===== config.mk =====
export PLATFORM = sky130hd
export DESIGN_NAME = nco_core
export DESIGN_NICKNAME = d
export VERILOG_FILES = /design/src/verilog/nco_pkg.sv /design/src/verilog/nco_core.sv
export SDC_FILE = /design/constraint.sdc
export NUM_CORES = 1
export LEC_CHECK = 0
export BUFFER_PORTS_ARGS = -buffer_cell sky130_fd_sc_hd__buf_2
export CAP_MARGIN = 30
export CORE_MARGIN = 5
export CORE_UTILIZATION = 50
export DETAILED_ROUTE_END_ITERATION = 6
export PLACE_DENSITY = 0.72
export SYNTH_ARGS = -nofsm -noshare
export SYNTH_HDL_FRONTEND = slang
export SYNTH_SLANG_ARGS = --single-unit

===== constraint.sdc =====
create_clock -name aclk -period 6.5 [get_ports aclk]
set_clock_uncertainty 0.2 [all_clocks]
set_input_delay 1.3 -clock aclk [delete_from_list [all_inputs] [get_ports aclk]]
set_output_delay 1.3 -clock aclk [all_outputs]
set_load 0.01 [all_outputs]

===== src/verilog/nco_pkg.sv =====
// package of constants and register offsets for the oscillator core
package nco_pkg;
   // register byte offsets on the axi4-lite bus
   localparam logic [7:0] NCO_OFF_CTRL = 8'h00; // enable, pin enable, out, polarity, mode
   localparam logic [7:0] NCO_OFF_CLK = 8'h04; // input_clock_control: pulse width, clock select
   localparam logic [7:0] NCO_OFF_INCL = 8'h08; // increment_low_byte
   localparam logic [7:0] NCO_OFF_INCH = 8'h0C; // increment_high_byte
   localparam logic [7:0] NCO_OFF_ACCL = 8'h10; // accumulator_low_byte
   localparam logic [7:0] NCO_OFF_ACCH = 8'h14; // accumulator_high_byte
   localparam logic [7:0] NCO_OFF_ACCU = 8'h18; // accumulator_upper_byte
   localparam logic [7:0] NCO_OFF_STAT = 8'h1C; // sticky event status, write one to clear
   localparam logic [7:0] NCO_OFF_MASK = 8'h20; // interrupt mask
   // control register fields
   localparam int NCO_CTRL_EN = 7;
   localparam int NCO_CTRL_OE = 6;
   localparam int NCO_CTRL_OUT = 5;
   localparam int NCO_CTRL_POL = 4;
   localparam int NCO_CTRL_PFM = 0;
   // clock register fields
   localparam int NCO_CLK_PWS_LSB = 5;
   localparam int NCO_CLK_CKS_LSB = 0;
   // reset values: everything clears to zero
   localparam logic [7:0] NCO_RST_BYTE = 8'h00;
   localparam logic [19:0] NCO_RST_ACC = 20'h00000;
   // clock source codes of the input_clock_select field
   localparam logic [1:0] NCO_CKS_FAST = 2'h0; // fast_internal_oscillator
   localparam logic [1:0] NCO_CKS_SYS = 2'h1; // system oscillator clock
   localparam logic [1:0] NCO_CKS_LC1 = 2'h2; // logic_cell1_output
   localparam logic [1:0] NCO_CKS_PIN = 2'h3; // external_clock_pin
   // input clock edges from a low-increment write to the buffer load
   localparam logic [1:0] NCO_LOAD_EDGES = 2'h2;
   // axi response codes
   localparam logic [1:0] NCO_RESP_OKAY = 2'h0;
   localparam logic [1:0] NCO_RESP_SLVERR = 2'h2;
endpackage : nco_pkg


===== src/verilog/nco_core.sv =====
// numerically controlled oscillator core with axi4-lite registers
//
// Our own choices: the address map and the AXI4-Lite interface to the registers.
`timescale 1ns/1ns
`default_nettype none
module nco_core
   import nco_pkg::*;
#(
   parameter int ACC_W = 20, // accumulator width
   parameter int INC_W = 16 // increment width
) (
   input wire logic aclk, // system clock, 10 mhz
   input wire logic aresetn, // synchronous reset, active low
   input wire logic fast_internal_oscillator, // clock source 0
   input wire logic sys_osc_clock, // clock source 1
   input wire logic logic_cell1_output, // clock source 2
   input wire logic external_clock_pin, // clock source 3
   input wire logic [7:0] s_axi_awaddr, // write address
   input wire logic s_axi_awvalid, // write address valid
   output logic s_axi_awready, // write address ready
   input wire logic [31:0] s_axi_wdata, // write data
   input wire logic [3:0] s_axi_wstrb, // write strobes
   input wire logic s_axi_wvalid, // write data valid
   output logic s_axi_wready, // write data ready
   output logic [1:0] s_axi_bresp, // write response
   output logic s_axi_bvalid, // write response valid
   input wire logic s_axi_bready, // write response ready
   input wire logic [7:0] s_axi_araddr, // read address
   input wire logic s_axi_arvalid, // read address valid
   output logic s_axi_arready, // read address ready
   output logic [31:0] s_axi_rdata, // read data
   output logic [1:0] s_axi_rresp, // read response
   output logic s_axi_rvalid, // read data valid
   input wire logic s_axi_rready, // read data ready
   output logic nco_output, // shaped output to internal peripherals
   output logic nco_pin_out, // output pin level
   output logic nco_pin_oe, // output pin enable
   output logic irq // level interrupt
);

   ////////////////////////////////////////////////////////////////////////////
   // input clock selection and synchronisation

   logic [3:0] src_sync1_ff; // first stage, read only by second
   logic [3:0] src_sync2_ff; // second stage
   logic sel_prev_ff; // previous selected clock level
   logic [7:0] ctrl_ff; // control register
   logic [7:0] clkc_ff; // input_clock_control register
   wire logic [1:0] input_clock_select = clkc_ff[NCO_CLK_CKS_LSB +: 2];
   wire logic [2:0] pulse_width_sel = clkc_ff[NCO_CLK_PWS_LSB +: 3];
   wire logic enabled = ctrl_ff[NCO_CTRL_EN];
   wire logic selected_input_clock = src_sync2_ff[input_clock_select];
   wire logic tick = enabled & selected_input_clock & ~sel_prev_ff;

   // sources come from outside this domain, so two flops each; edges are
   // detected on the sampled level, so input clocks must stay below aclk/2
   always_ff @(posedge aclk) begin
      if (!aresetn) begin
         src_sync1_ff <= 4'h0;
         src_sync2_ff <= 4'h0;
         sel_prev_ff <= 1'b0;
      end else begin
         src_sync1_ff <= {external_clock_pin, logic_cell1_output, sys_osc_clock,
                          fast_internal_oscillator};
         src_sync2_ff <= src_sync1_ff;
         sel_prev_ff <= selected_input_clock;
      end
   end

   ////////////////////////////////////////////////////////////////////////////
   // axi4-lite write channel

   logic [7:0] aw_addr_ff; // captured write address
   logic aw_held_ff; // write address captured
   logic [31:0] w_data_ff; // captured write data
   logic [3:0] w_strb_ff; // captured write strobes
   logic w_held_ff; // write data captured
   logic bvalid_ff; // write response pending
   logic [1:0] bresp_ff; // write response code
   assign s_axi_awready = ~aw_held_ff & ~bvalid_ff;
   assign s_axi_wready = ~w_held_ff & ~bvalid_ff;
   assign s_axi_bvalid = bvalid_ff;
   assign s_axi_bresp = bresp_ff;
   wire logic wr_go = aw_held_ff & w_held_ff & ~bvalid_ff; // both halves in
   wire logic wr_b0 = wr_go & w_strb_ff[0]; // only low lane carries data
   wire logic [7:0] wr_byte = w_data_ff[7:0];
   wire logic wr_hit = (aw_addr_ff <= NCO_OFF_MASK) & (aw_addr_ff[1:0] == 2'h0);
   wire logic wr_ctrl = wr_b0 & (aw_addr_ff == NCO_OFF_CTRL);
   wire logic wr_clk = wr_b0 & (aw_addr_ff == NCO_OFF_CLK);
   wire logic wr_incl = wr_b0 & (aw_addr_ff == NCO_OFF_INCL);
   wire logic wr_inch = wr_b0 & (aw_addr_ff == NCO_OFF_INCH);
   wire logic wr_accl = wr_b0 & (aw_addr_ff == NCO_OFF_ACCL);
   wire logic wr_acch = wr_b0 & (aw_addr_ff == NCO_OFF_ACCH);
   wire logic wr_accu = wr_b0 & (aw_addr_ff == NCO_OFF_ACCU);
   wire logic wr_stat = wr_b0 & (aw_addr_ff == NCO_OFF_STAT);
   wire logic wr_mask = wr_b0 & (aw_addr_ff == NCO_OFF_MASK);

   // address and data taken in either order; response once both are held
   always_ff @(posedge aclk) begin
      if (!aresetn) begin
         aw_held_ff <= 1'b0;
         w_held_ff <= 1'b0;
         aw_addr_ff <= 8'h00;
         w_data_ff <= 32'h00000000;
         w_strb_ff <= 4'h0;
         bvalid_ff <= 1'b0;
         bresp_ff <= NCO_RESP_OKAY;
      end else begin
         if (s_axi_awvalid && s_axi_awready) begin
            aw_held_ff <= 1'b1;
            aw_addr_ff <= s_axi_awaddr;
         end
         if (s_axi_wvalid && s_axi_wready) begin
            w_held_ff <= 1'b1;
            w_data_ff <= s_axi_wdata;
            w_strb_ff <= s_axi_wstrb;
         end
         if (wr_go) begin
            aw_held_ff <= 1'b0;
            w_held_ff <= 1'b0;
            bvalid_ff <= 1'b1;
            bresp_ff <= wr_hit ? NCO_RESP_OKAY : NCO_RESP_SLVERR;
         end else if (bvalid_ff && s_axi_bready) begin
            bvalid_ff <= 1'b0;
         end
      end
   end

   ////////////////////////////////////////////////////////////////////////////
   // control, increment and double buffer

   logic [7:0] incl_ff; // increment_low_byte, visible
   logic [7:0] inch_ff; // increment_high_byte, visible
   logic [INC_W-1:0] inc_buf_ff; // hidden increment buffer
   logic load_pend_ff; // low byte written while enabled
   logic [1:0] load_cnt_ff; // input clock edges seen since that write
   logic [7:0] mask_ff; // interrupt mask register
   wire logic load_now = load_pend_ff & tick & (load_cnt_ff == NCO_LOAD_EDGES - 2'h1);
   wire logic [INC_W-1:0] inc_new = {inch_ff, incl_ff};

   // registers written by software, all cleared by reset
   always_ff @(posedge aclk) begin
      if (!aresetn) begin
         ctrl_ff <= NCO_RST_BYTE;
         clkc_ff <= NCO_RST_BYTE;
         incl_ff <= NCO_RST_BYTE;
         inch_ff <= NCO_RST_BYTE;
         mask_ff <= NCO_RST_BYTE;
      end else begin
         if (wr_ctrl) ctrl_ff <= wr_byte & 8'hD1; // out bit and gaps not stored; gaps read zero, out reads the live output
         if (wr_clk) clkc_ff <= wr_byte & 8'hE3;
         if (wr_incl) incl_ff <= wr_byte;
         if (wr_inch) inch_ff <= wr_byte;
         if (wr_mask) mask_ff <= wr_byte & 8'h01;
      end
   end

   // hidden buffer: immediate while disabled, second input edge while enabled
   always_ff @(posedge aclk) begin
      if (!aresetn) begin
         inc_buf_ff <= 16'h0000;
         load_pend_ff <= 1'b0;
         load_cnt_ff <= 2'h0;
      end else if (!enabled) begin
         inc_buf_ff <= inc_new;
         load_pend_ff <= 1'b0;
         load_cnt_ff <= 2'h0;
      end else if (wr_incl) begin
         load_pend_ff <= 1'b1; // a fresh write restarts the count
         load_cnt_ff <= 2'h0;
      end else if (load_now) begin
         inc_buf_ff <= inc_new; // (both halves together)
         load_pend_ff <= 1'b0;
         load_cnt_ff <= 2'h0;
      end else if (load_pend_ff && tick) begin
         load_cnt_ff <= load_cnt_ff + 2'h1;
      end
   end

   ////////////////////////////////////////////////////////////////////////////
   // accumulator and adder

   logic [ACC_W-1:0] acc_ff; // accumulator
   wire logic [ACC_W:0] sum = {1'b0, acc_ff} + {{(ACC_W-INC_W+1){1'b0}}, inc_buf_ff};
   wire logic accumulator_carry = tick & sum[ACC_W];

   // software byte writes take priority over an add in the same cycle
   always_ff @(posedge aclk) begin
      if (!aresetn) begin
         acc_ff <= NCO_RST_ACC;
      end else if (wr_accl) begin
         acc_ff[7:0] <= wr_byte;
      end else if (wr_acch) begin
         acc_ff[15:8] <= wr_byte;
      end else if (wr_accu) begin
         acc_ff[19:16] <= wr_byte[3:0];
      end else if (tick) begin
         acc_ff <= sum[ACC_W-1:0];
      end
   end

   ////////////////////////////////////////////////////////////////////////////
   // output shaping, polarity and pin

   logic toggle_ff; // fixed_duty_mode flip-flop
   logic pulse_ff; // pulse_output_mode active
   logic [7:0] pulse_cnt_ff; // input periods left in the pulse
   logic out_q_ff; // registered shaped output
   wire logic pulse_mode_select = ctrl_ff[NCO_CTRL_PFM];
   wire logic [7:0] pulse_len = 8'h01 << pulse_width_sel; // 1..128 periods
   wire logic shaped = pulse_mode_select ? pulse_ff : toggle_ff;
   wire logic nxt_out = shaped ^ ctrl_ff[NCO_CTRL_POL];

   // pulse starts on the edge right after the carry; longer widths than the
   // overflow period give undefined output, so a new carry simply restarts
   always_ff @(posedge aclk) begin
      if (!aresetn) begin
         toggle_ff <= 1'b0;
         pulse_ff <= 1'b0;
         pulse_cnt_ff <= 8'h00;
         out_q_ff <= 1'b0;
      end else begin
         if (accumulator_carry) toggle_ff <= ~toggle_ff;
         if (accumulator_carry) begin
            pulse_ff <= 1'b1;
            pulse_cnt_ff <= pulse_len;
         end else if (tick && pulse_ff) begin
            pulse_cnt_ff <= pulse_cnt_ff - 8'h01;
            if (pulse_cnt_ff == 8'h01) pulse_ff <= 1'b0;
         end
         out_q_ff <= nxt_out;
      end
   end
   assign nco_output = out_q_ff;
   assign nco_pin_out = out_q_ff;
   assign nco_pin_oe = ctrl_ff[NCO_CTRL_OE];

   ////////////////////////////////////////////////////////////////////////////
   // interrupt status

   logic stat_ff; // sticky overflow_event
   wire logic overflow_event = accumulator_carry;
   // a new event wins over a clear in the same cycle
   always_ff @(posedge aclk) begin
      if (!aresetn) stat_ff <= 1'b0;
      else if (overflow_event) stat_ff <= 1'b1;
      else if (wr_stat && wr_byte[0]) stat_ff <= 1'b0;
   end
   assign irq = stat_ff & mask_ff[0];

   ////////////////////////////////////////////////////////////////////////////
   // axi4-lite read channel

   logic rvalid_ff; // read data valid
   logic [31:0] rdata_ff; // read data
   logic [1:0] rresp_ff; // read response
   wire logic [7:0] rd_ctrl = {ctrl_ff[7:6], out_q_ff, ctrl_ff[4:0]};
   wire logic rd_hit = (s_axi_araddr <= NCO_OFF_MASK) & (s_axi_araddr[1:0] == 2'h0);
   wire logic [7:0] rd_byte =
      (s_axi_araddr == NCO_OFF_CTRL) ? rd_ctrl :
      (s_axi_araddr == NCO_OFF_CLK) ? clkc_ff :
      (s_axi_araddr == NCO_OFF_INCL) ? incl_ff :
      (s_axi_araddr == NCO_OFF_INCH) ? inch_ff :
      (s_axi_araddr == NCO_OFF_ACCL) ? acc_ff[7:0] :
      (s_axi_araddr == NCO_OFF_ACCH) ? acc_ff[15:8] :
      (s_axi_araddr == NCO_OFF_ACCU) ? {4'h0, acc_ff[19:16]} :
      (s_axi_araddr == NCO_OFF_STAT) ? {7'h00, stat_ff} :
      (s_axi_araddr == NCO_OFF_MASK) ? mask_ff : 8'h00;
   assign s_axi_arready = ~rvalid_ff;
   assign s_axi_rvalid = rvalid_ff;
   assign s_axi_rdata = rdata_ff;
   assign s_axi_rresp = rresp_ff;

   // one read in flight; data registered the edge after the address
   always_ff @(posedge aclk) begin
      if (!aresetn) begin
         rvalid_ff <= 1'b0;
         rdata_ff <= 32'h00000000;
         rresp_ff <= NCO_RESP_OKAY;
      end else if (s_axi_arvalid && s_axi_arready) begin
         rvalid_ff <= 1'b1;
         rdata_ff <= {24'h000000, rd_byte};
         rresp_ff <= rd_hit ? NCO_RESP_OKAY : NCO_RESP_SLVERR;
      end else if (rvalid_ff && s_axi_rready) begin
         rvalid_ff <= 1'b0;
      end
   end
endmodule : nco_core
`default_nettype wire


==> results of run 1 <==
cell type report:
cell class	instances	area share, %
inverters	22	1.15
repair buffers	56	4.08
flip-flops and latches	117	32.6
clock buffers	19	6.17
well taps	172	3.00
clock inverters	13	2.41
multi-input cells	554	50.6
through the flow:
step | util, % | instance area, um2 | worst slack, ns | power, mW | hold slack [ns]
detailed placement | 52.4 | 6560 | 3.06 | 0.861 | 0.222
floorplan | - | 6410 | 3.61 | 0.836 | 0.212
global route | 57.3 | 7180 | 2.80 | 1.87 | 0.240
finish | 57.3 | 7180 | 3.01 | 1.82 | 0.226
CTS | 57.3 | 7180 | 3.01 | 1.83 | 0.229
global placement | 52.3 | 6550 | 3.15 | 0.859 | 0.218
how the worst min path moves through the flow:
| stage | cells past startpoint | end | slack [ns] | startpoint |
|---|---|---|---|---|
| 3_5_place_dp | 1 | src_sync2_ff[2] | 0.22 | src_sync1_ff[2] |
| 5_1_grt | 1 | src_sync2_ff[1] | 0.24 | src_sync1_ff[1] |
| 6_report | 1 | src_sync2_ff[1] | 0.23 | src_sync1_ff[1] |
| 4_1_cts | 1 | src_sync2_ff[1] | 0.23 | src_sync1_ff[1] |
| 3_3_place_gp | 1 | src_sync2_ff[3] | 0.22 | src_sync1_ff[3] |
| 2_1_floorplan | 1 | src_sync2_ff[0] | 0.21 | src_sync1_ff[0] |
registers in the layout, summed over array words and instances, names as in the netlist, 2 cells and up:
register	cells
src_sync2_ff	4
clkc_ff	5
s_axi_rdata	8
w_data_ff	8
src_sync1_ff	4
inc_buf_ff	16
pulse_cnt_ff	8
inch_ff	8
incl_ff	8
load_cnt_ff	2
ctrl_ff	4
aw_addr_ff	8
acc_ff	20
power by group:
group / switching [mW] / internal (mW) / total, mW
logic: 0.0626 / 0.0348 / 0.0974
clock network: 0.354 / 0.619 / 0.973
registers: 0.0191 / 0.731 / 0.750
routing by layer:
metal | vias up | wire (um)
met5 | - | 0
met4 | 0 | 575
met3 | 48 | 1250
met2 | 225 | 8030
met1 | 2560 | 7250
li1 | 2617 | -
critical path: stages, from the launching register on:
cell	delay (ns)
dfxtp_1	0.39
ha_1	0.20
inv_1	0.06
fa_1	0.40
nand2b_1	0.22
a21oi_1	0.29
o31ai_2	0.14
a21oi_1	0.35
o2111ai_2	0.55
o41ai_1	0.56
placed cells by master (no fill, tap or decap), drive strengths merged, types with 3 or more instances in the layout:
cell type and count:
a221oi 5, nor4 6, nor2b 48, nand4 3, xor2 11, ha 19, nand2 89, o2111ai 3
clkinv 5, a21oi 44, conb 26, and3 3, nor2 22, o21ai 37, bufinv 3, nor3 12
o211ai 4, or3 7, nand3 31, a31oi 8, nand3b 7, o22ai 3, o41ai 9, buf 56
dfxtp 117, mux2i 37, clkbuf 19, o221ai 6, nand2b 11, and2 16, inv 26, xnor2 10
mux2 4, a21boi 41, a22oi 8
cell families (layout without fill, tap and decap cells):
logic type               Yosys count  count (layout)  synth area share (%)
adder cells (fa/ha/maj)           20              20                  4.08
flip-flops                       117             117                  37.1
AND/OR/NAND/NOR                  260             260                  22.0
other                              1              26                0.0594
XOR/XNOR                          21              21                  2.91
buffers and inverters             80             110                  6.93
multiplexers                      42              42                  6.93
AO/OA/AOI/OAI                    185             185                  20.0
==> summary.txt, run 1 <==
Place
  • Buffers on Ports: 54
  • Post-DP HPWL: 12,600 um
  • DP Cell Count: 921
  • Gpl congestion: 0.926

Floorplan
  • Die Height: roughly 120 um
  • Row count: ~40
  • Core area: about 13,000 um2
  • Horiz. Die Dim: 122 um
  • Die Footprint: 15,000 um2
  • I/O pins: 108
  • Initial Util: around 50%

STA
  • Fmax: 0.286 GHz
  • Tmin final: 3.49 ns
  • Slew Limit Fails: 0
  • Final Cycle Share: ~54%
  • Setup TNS: 0 ns
  • Worst slew pin tran: 0.917 ns
  • Hold Vio Cnt, Final: 0
  • Setup violators final: 0
  • Normalized max-slew margin: 38.9%
  • RSZ-0062 raised after global routing: false

Synthesis
  • Main synth FF type: dfxtp_1
  • YS warnings: 0
  • Post-synth EDFFs: 0
  • Post-Synthesis Cells: 726
  • Post-synth ARST share: 0%
  • Synth Register Bits: between 100 and 150
  • Syn Std Cell Area: ~6300 um2
  • Synth unique cells: 71
  • Largest cells by area after synthesis: dfxtp_1 37%, mux2i_1 5.9%, nand2_1 5.2%
  • Commonest cells in the netlist: 117 x dfxtp_1, 88 x nand2_1, 48 x nor2b_1, 43 x a21oi_1, 40 x a21boi_0
  • Synthesized area per cell: 8.70 um2
  • Sequential-to-total area share from yosys stat: 37.1%
  • Leading area contributor after synthesis: dfxtp_1
  • Synth top area share: 37.1%
  • Most frequent cell after synthesis: dfxtp_1

Worst setup path
  • Critical path type: reg2reg
  • Worst r2r path cells: 9
  • CP arrival: about 3.6 ns
  • Reg2reg start: acc_ff[0]
  • End of the critical path: pulse_cnt_ff[7]
  • R2R Setup Slk: 3.01 ns
  • Worst EP required: around 6.6 ns
  • Worst setup SP type: flop
  • Critical path launch point: acc_ff[0]
  • Crit Reg-Reg Endpoint: pulse_cnt_ff[7]
  • Critical Path Fanout Max: 19
  • Worst setup EP type: flop

CTS
  • Root buf cell: clkbuf_16
  • Worst-Skew Late Latency: 0.42 ns
  • CTS clk-pin slew, worst paths: 0.06 ns
  • CTS sink count: 117
  • H-Tree Depth: 4
  • CTS buffer count: 17
  • Post_cts resized: 0
  • TritonCTS clock tree: done
  • Clk buf depth: 2
  • Post-CTS setup buffer count: 0
  • Cts hold-fix bufs: 0

Global routing
  • Vias in the first global route: between 5,000 and 6,000
  • GR Util All Layers: 23.2%
  • Met3 usage: between 6 and 7%
  • Largest net degree at the start of global routing: 64
  • GR Util met2: 37.8%
  • First-pass GRT wire length: 26,900 um
  • Initial antenna violation count: 0
  • Met1 usage: 29.3%
  • Busiest layer in global routing: met2
  • Grt ovf: 0

Drt
  • Routed wire length: 17,100 um
  • # DRC: 0
  • Drt first pass iters: 5
  • DR iter-0 viols: 405
  • Avg WL per Cell: about 18 um
  • Via/cell ratio: 5.72
  • Post-route ant nets: 0
  • Routed via count: 5,450

Worst hold path
  • Tightest Hold Check Type: reg2reg

Layout
  • Final non-filler cell total: 953
  • Nets: 851
  • Register area: between 2000 and 2500 um2
  • Fill cells: between 1,000 and 1,500
  • Area grow syn2layout: 13.7%
  • Fraction of layout instances using a drive strength above 1: 13.8%
  • Area of the multi-input gates: approximately 3600 um2
  • Diodes inserted: 0

Power and ir drop
  • VDD IR-drop max: 149 uV
  • Pwr Density: 254 nW/um2
  • Leakage power: 2.94 nW

Flow run
  • Max-Cap Viols: 0

Status
  • Outcome: complete, no violations
Power figures use the tool's default switching activity.
==> run 2, diff against run 1 <==
--- a/config.mk
+++ b/config.mk
@@ -10,7 +10,7 @@
 export CORE_MARGIN = 5
 export CORE_UTILIZATION = 50
 export DETAILED_ROUTE_END_ITERATION = 6
-export PLACE_DENSITY = 0.72
+export PLACE_DENSITY = 0.75
 export SYNTH_ARGS = -nofsm -noshare
 export SYNTH_HDL_FRONTEND = slang
 export SYNTH_SLANG_ARGS = --single-unit
==> constraint.sdc (replaced) <==
create_clock -name aclk -period 2.9 [get_ports aclk]
set_clock_uncertainty 0.2 [all_clocks]
set_input_delay 0.58 -clock aclk [delete_from_list [all_inputs] [get_ports aclk]]
set_output_delay 0.58 -clock aclk [all_outputs]
set_load 0.01 [all_outputs]
==> run 2 against run 1 <==
  * Wire length up 1.9%
  * Largest power group unchanged
  * Sequential share of layout area down 0.44 points
  * Power up 110%
  * Via count up 0.81%
  * Worst hold slack worse by 0.062 ns
  * Highest routed layer unchanged
  * Global-route usage up 0.79 points
  * Register-to-register slack worse by 2.9 ns
==> summary.txt, run 2 (synthesis gave the netlist of run 1 again) <==
Global routing
  • Vias in the first global route: 5,248 (+0.85%)
  • First-pass GRT wire length: 27,600 um (+2.6%)
  • GR Util All Layers: 24.0% (+0.79 points)
  • Largest net degree at the start of global routing: 66 (+3.1%)
  • Initial antenna violation count: 0 (unchanged)
  • Grt ovf: 0 (unchanged)

CTS
  • Clk buf depth: 2 (unchanged)
  • Worst-Skew Late Latency: 0.42 ns (about the same)
  • TritonCTS clock tree: done
  • CTS sink count: 117 (unchanged)
  • CTS clk-pin slew, worst paths: 0.05 ns (about the same)
  • Cts hold-fix bufs: 0 (unchanged)
  • H-Tree Depth: 4 (unchanged)
  • Root buf cell: clkbuf_16
  • CTS buffer count: 17 (unchanged)

Drt
  • Avg WL per Cell: 18.1 um (+0.67%)
  • Via/cell ratio: 5.69 (-0.45%)
  • # DRC: 0 (unchanged)
  • Post-route ant nets: 0 (unchanged)
  • DR iter-0 viols: 475 (+17%)
  • Routed wire length: 17,400 um (+1.9%)
  • Drt first pass iters: 5 (unchanged)
  • Routed via count: 5,494 (+0.81%)

Layout
  • Most frequent cells in the layout: 117 x dfxtp_1, 88 x nand2_1, 54 x buf_2
  • Area grow syn2layout: 15.2%
  • Most common cell after layout, fill and taps aside: dfxtp_1
  • Fraction of layout instances using a drive strength above 1: 15.9% (+2.1 points)
  • Diodes inserted: 0 (unchanged)
  • Final non-filler cell total: 965 (+1.3%)
  • Register area: 2340 um2 (unchanged)
  • Largest registers: acc_ff x20, inc_buf_ff x16
  • Nets: 865 (+1.6%)
  • Fill cells: 1,141 (+3.7%)
  • Max reg flops: 20 (unchanged)
  • Area of the multi-input gates: 3670 um2 (+1.0%)
  • Biggest register: acc_ff
  • Post-layout util: 58.1% (+0.79 points)

Floorplan
  • Initial Util: 50.4% (unchanged)
  • Core area: 12,500 um2 (unchanged)
  • Die Height: 122 um (unchanged)
  • Die Footprint: 15,000 um2 (unchanged)
  • I/O pins: 108 (unchanged)
  • Row count: 41 (unchanged)
  • Horiz. Die Dim: 122 um (unchanged)

Place
  • Gpl congestion: 0.930 (+0.40%)
  • Buffers on Ports: 54 (unchanged)
  • DP Cell Count: 934 (+1.4%)
  • Post-DP HPWL: 12,700 um (+1.4%)
  • Pre-CTS setup slack: -0.0389 ns (-3.09 ns)

Power and ir drop
  • Clk pwr share: 50.8% (-2.6 points)
  • Sw frac: 23.3% (-0.63 points)
  • Internal Dissipation: 2.99 mW (+120%)
  • Pwr Density: 535 nW/um2 (+110%)
  • Leakage power: 3.02 nW (+2.7%)
  • VDD IR-drop max: 398 uV (+170%)
  • Switch Pwr: 0.907 mW (+110%)
  • Comb pwr share: 5.8% (+0.5 points)
  • Flop pwr share: 43.3% (+2.1 points)

STA
  • Worst slew pin tran: 0.620 ns (-0.297 ns)
  • Hold Vio Cnt, Final: 0 (unchanged)
  • Normalized max-slew margin: 57.6% (+19 points)
  • Slew Limit Fails: 0 (unchanged)
  • RSZ-0062 raised after global routing: false
  • Final Cycle Share: 97.1% (+43 points)
  • Hold WS: 0.164 ns (-0.0622 ns)
  • Setup ws final: 0.0853 ns (-2.92 ns)
  • Tmin final: 2.81 ns (-0.676 ns)
  • Setup violators final: 0 (unchanged)
  • Fmax: 0.355 GHz (+24%)

Worst setup path
  • CP Buf/Inv Count: 2 (+1)
  • CP delay by family, top: compound AO/OA/AOI/OAI gates
  • Worst path slowest cell: fa_1
  • Most Frequent Cell on Critical Path: a21oi_2
  • Worst EP required: 3.01 ns (-3.58 ns)
  • Worst setup SP type: flop
  • Max incr delay on CP: 0.39 ns (-0.17 ns)
  • CP arrival: 2.92 ns (-0.67 ns)
  • Worst setup EP type: flop
  • Crit-path cells: ha_1 -> inv_1 -> fa_1 -> nand2b_1 -> a21oi_2 -> o31ai_2 -> a21oi_2 -> o2111ai_2 -> buf_12 -> o41ai_1
  • Critical Path Fanout Max: 19 (unchanged)
  • Critical path type: reg2reg

Worst hold path
  • Tightest Hold Check Type: in2reg

Flow run
  • Max-Cap Viols: 0 (unchanged)

Status
  • Outcome: complete, no violations
==> run 2: power groups by stage <==
stage	registers [mW]	logic (mW)	clock network [mW]
final	1.69	0.228	1.98
after global routing	1.69	0.252	2.07
after CTS	1.68	0.225	2.00
after detailed placement	1.72	0.224	0
after global placement	1.72	0.219	0
after floorplan	1.70	0.175	0
==> run 2: path summary, 6_finish.rpt <==
check	startpoint	to	slack, ns	cells past startpoint
max reg2reg	acc_ff[0]	pulse_cnt_ff[0]	0.09	10
min reg2reg	src_sync1_ff[3]	src_sync2_ff[3]	0.23	1
max	acc_ff[0]	pulse_cnt_ff[0]	0.09	10
min	fast_internal_oscillator	src_sync1_ff[0]	0.16	2
==> run 2: layer usage <==
metal	part of all wire, %	up-vias	routed length (um)	track usage [%]
met5	0	-	0	0
met4	2.4	0	417	9.59
met3	6.4	36	1120	5.07
met2	47	217	8130	38.5
met1	45	2597	7780	31.6
li1	-	2644	-	-
==> run 2: what timing repair did <==
item                                   4_1_cts  5_1_grt
pin swaps                                    0        1
setup endpoints to repair                    5        9
setup buffers                                0        1
endpoints found under the hold margin        0        0
resized for setup                            1        5
gates cloned                                 0        0
==> run 2: area by class of cell <==
class / count / share of cell area, %
timing repair buffer: 70 / 5.71
sequential: 117 / 32.2
tap: 172 / 2.96
clock buffer: 19 / 6.09
multi-input combinational: 554 / 50.4
clock inverter: 11 / 1.53
inverter: 22 / 1.13
==> run 2: metrics by stage <==
step / total power [mW] / instance area (um2) / setup TNS, ns
after global routing: 4.01 / 7280 / 0
after floorplan: 1.87 / 6410 / 0
after detailed placement: 1.94 / 6680 / -0.0546
after global placement: 1.94 / 6680 / 0
after CTS: 3.91 / 7230 / 0
final: 3.89 / 7280 / 0
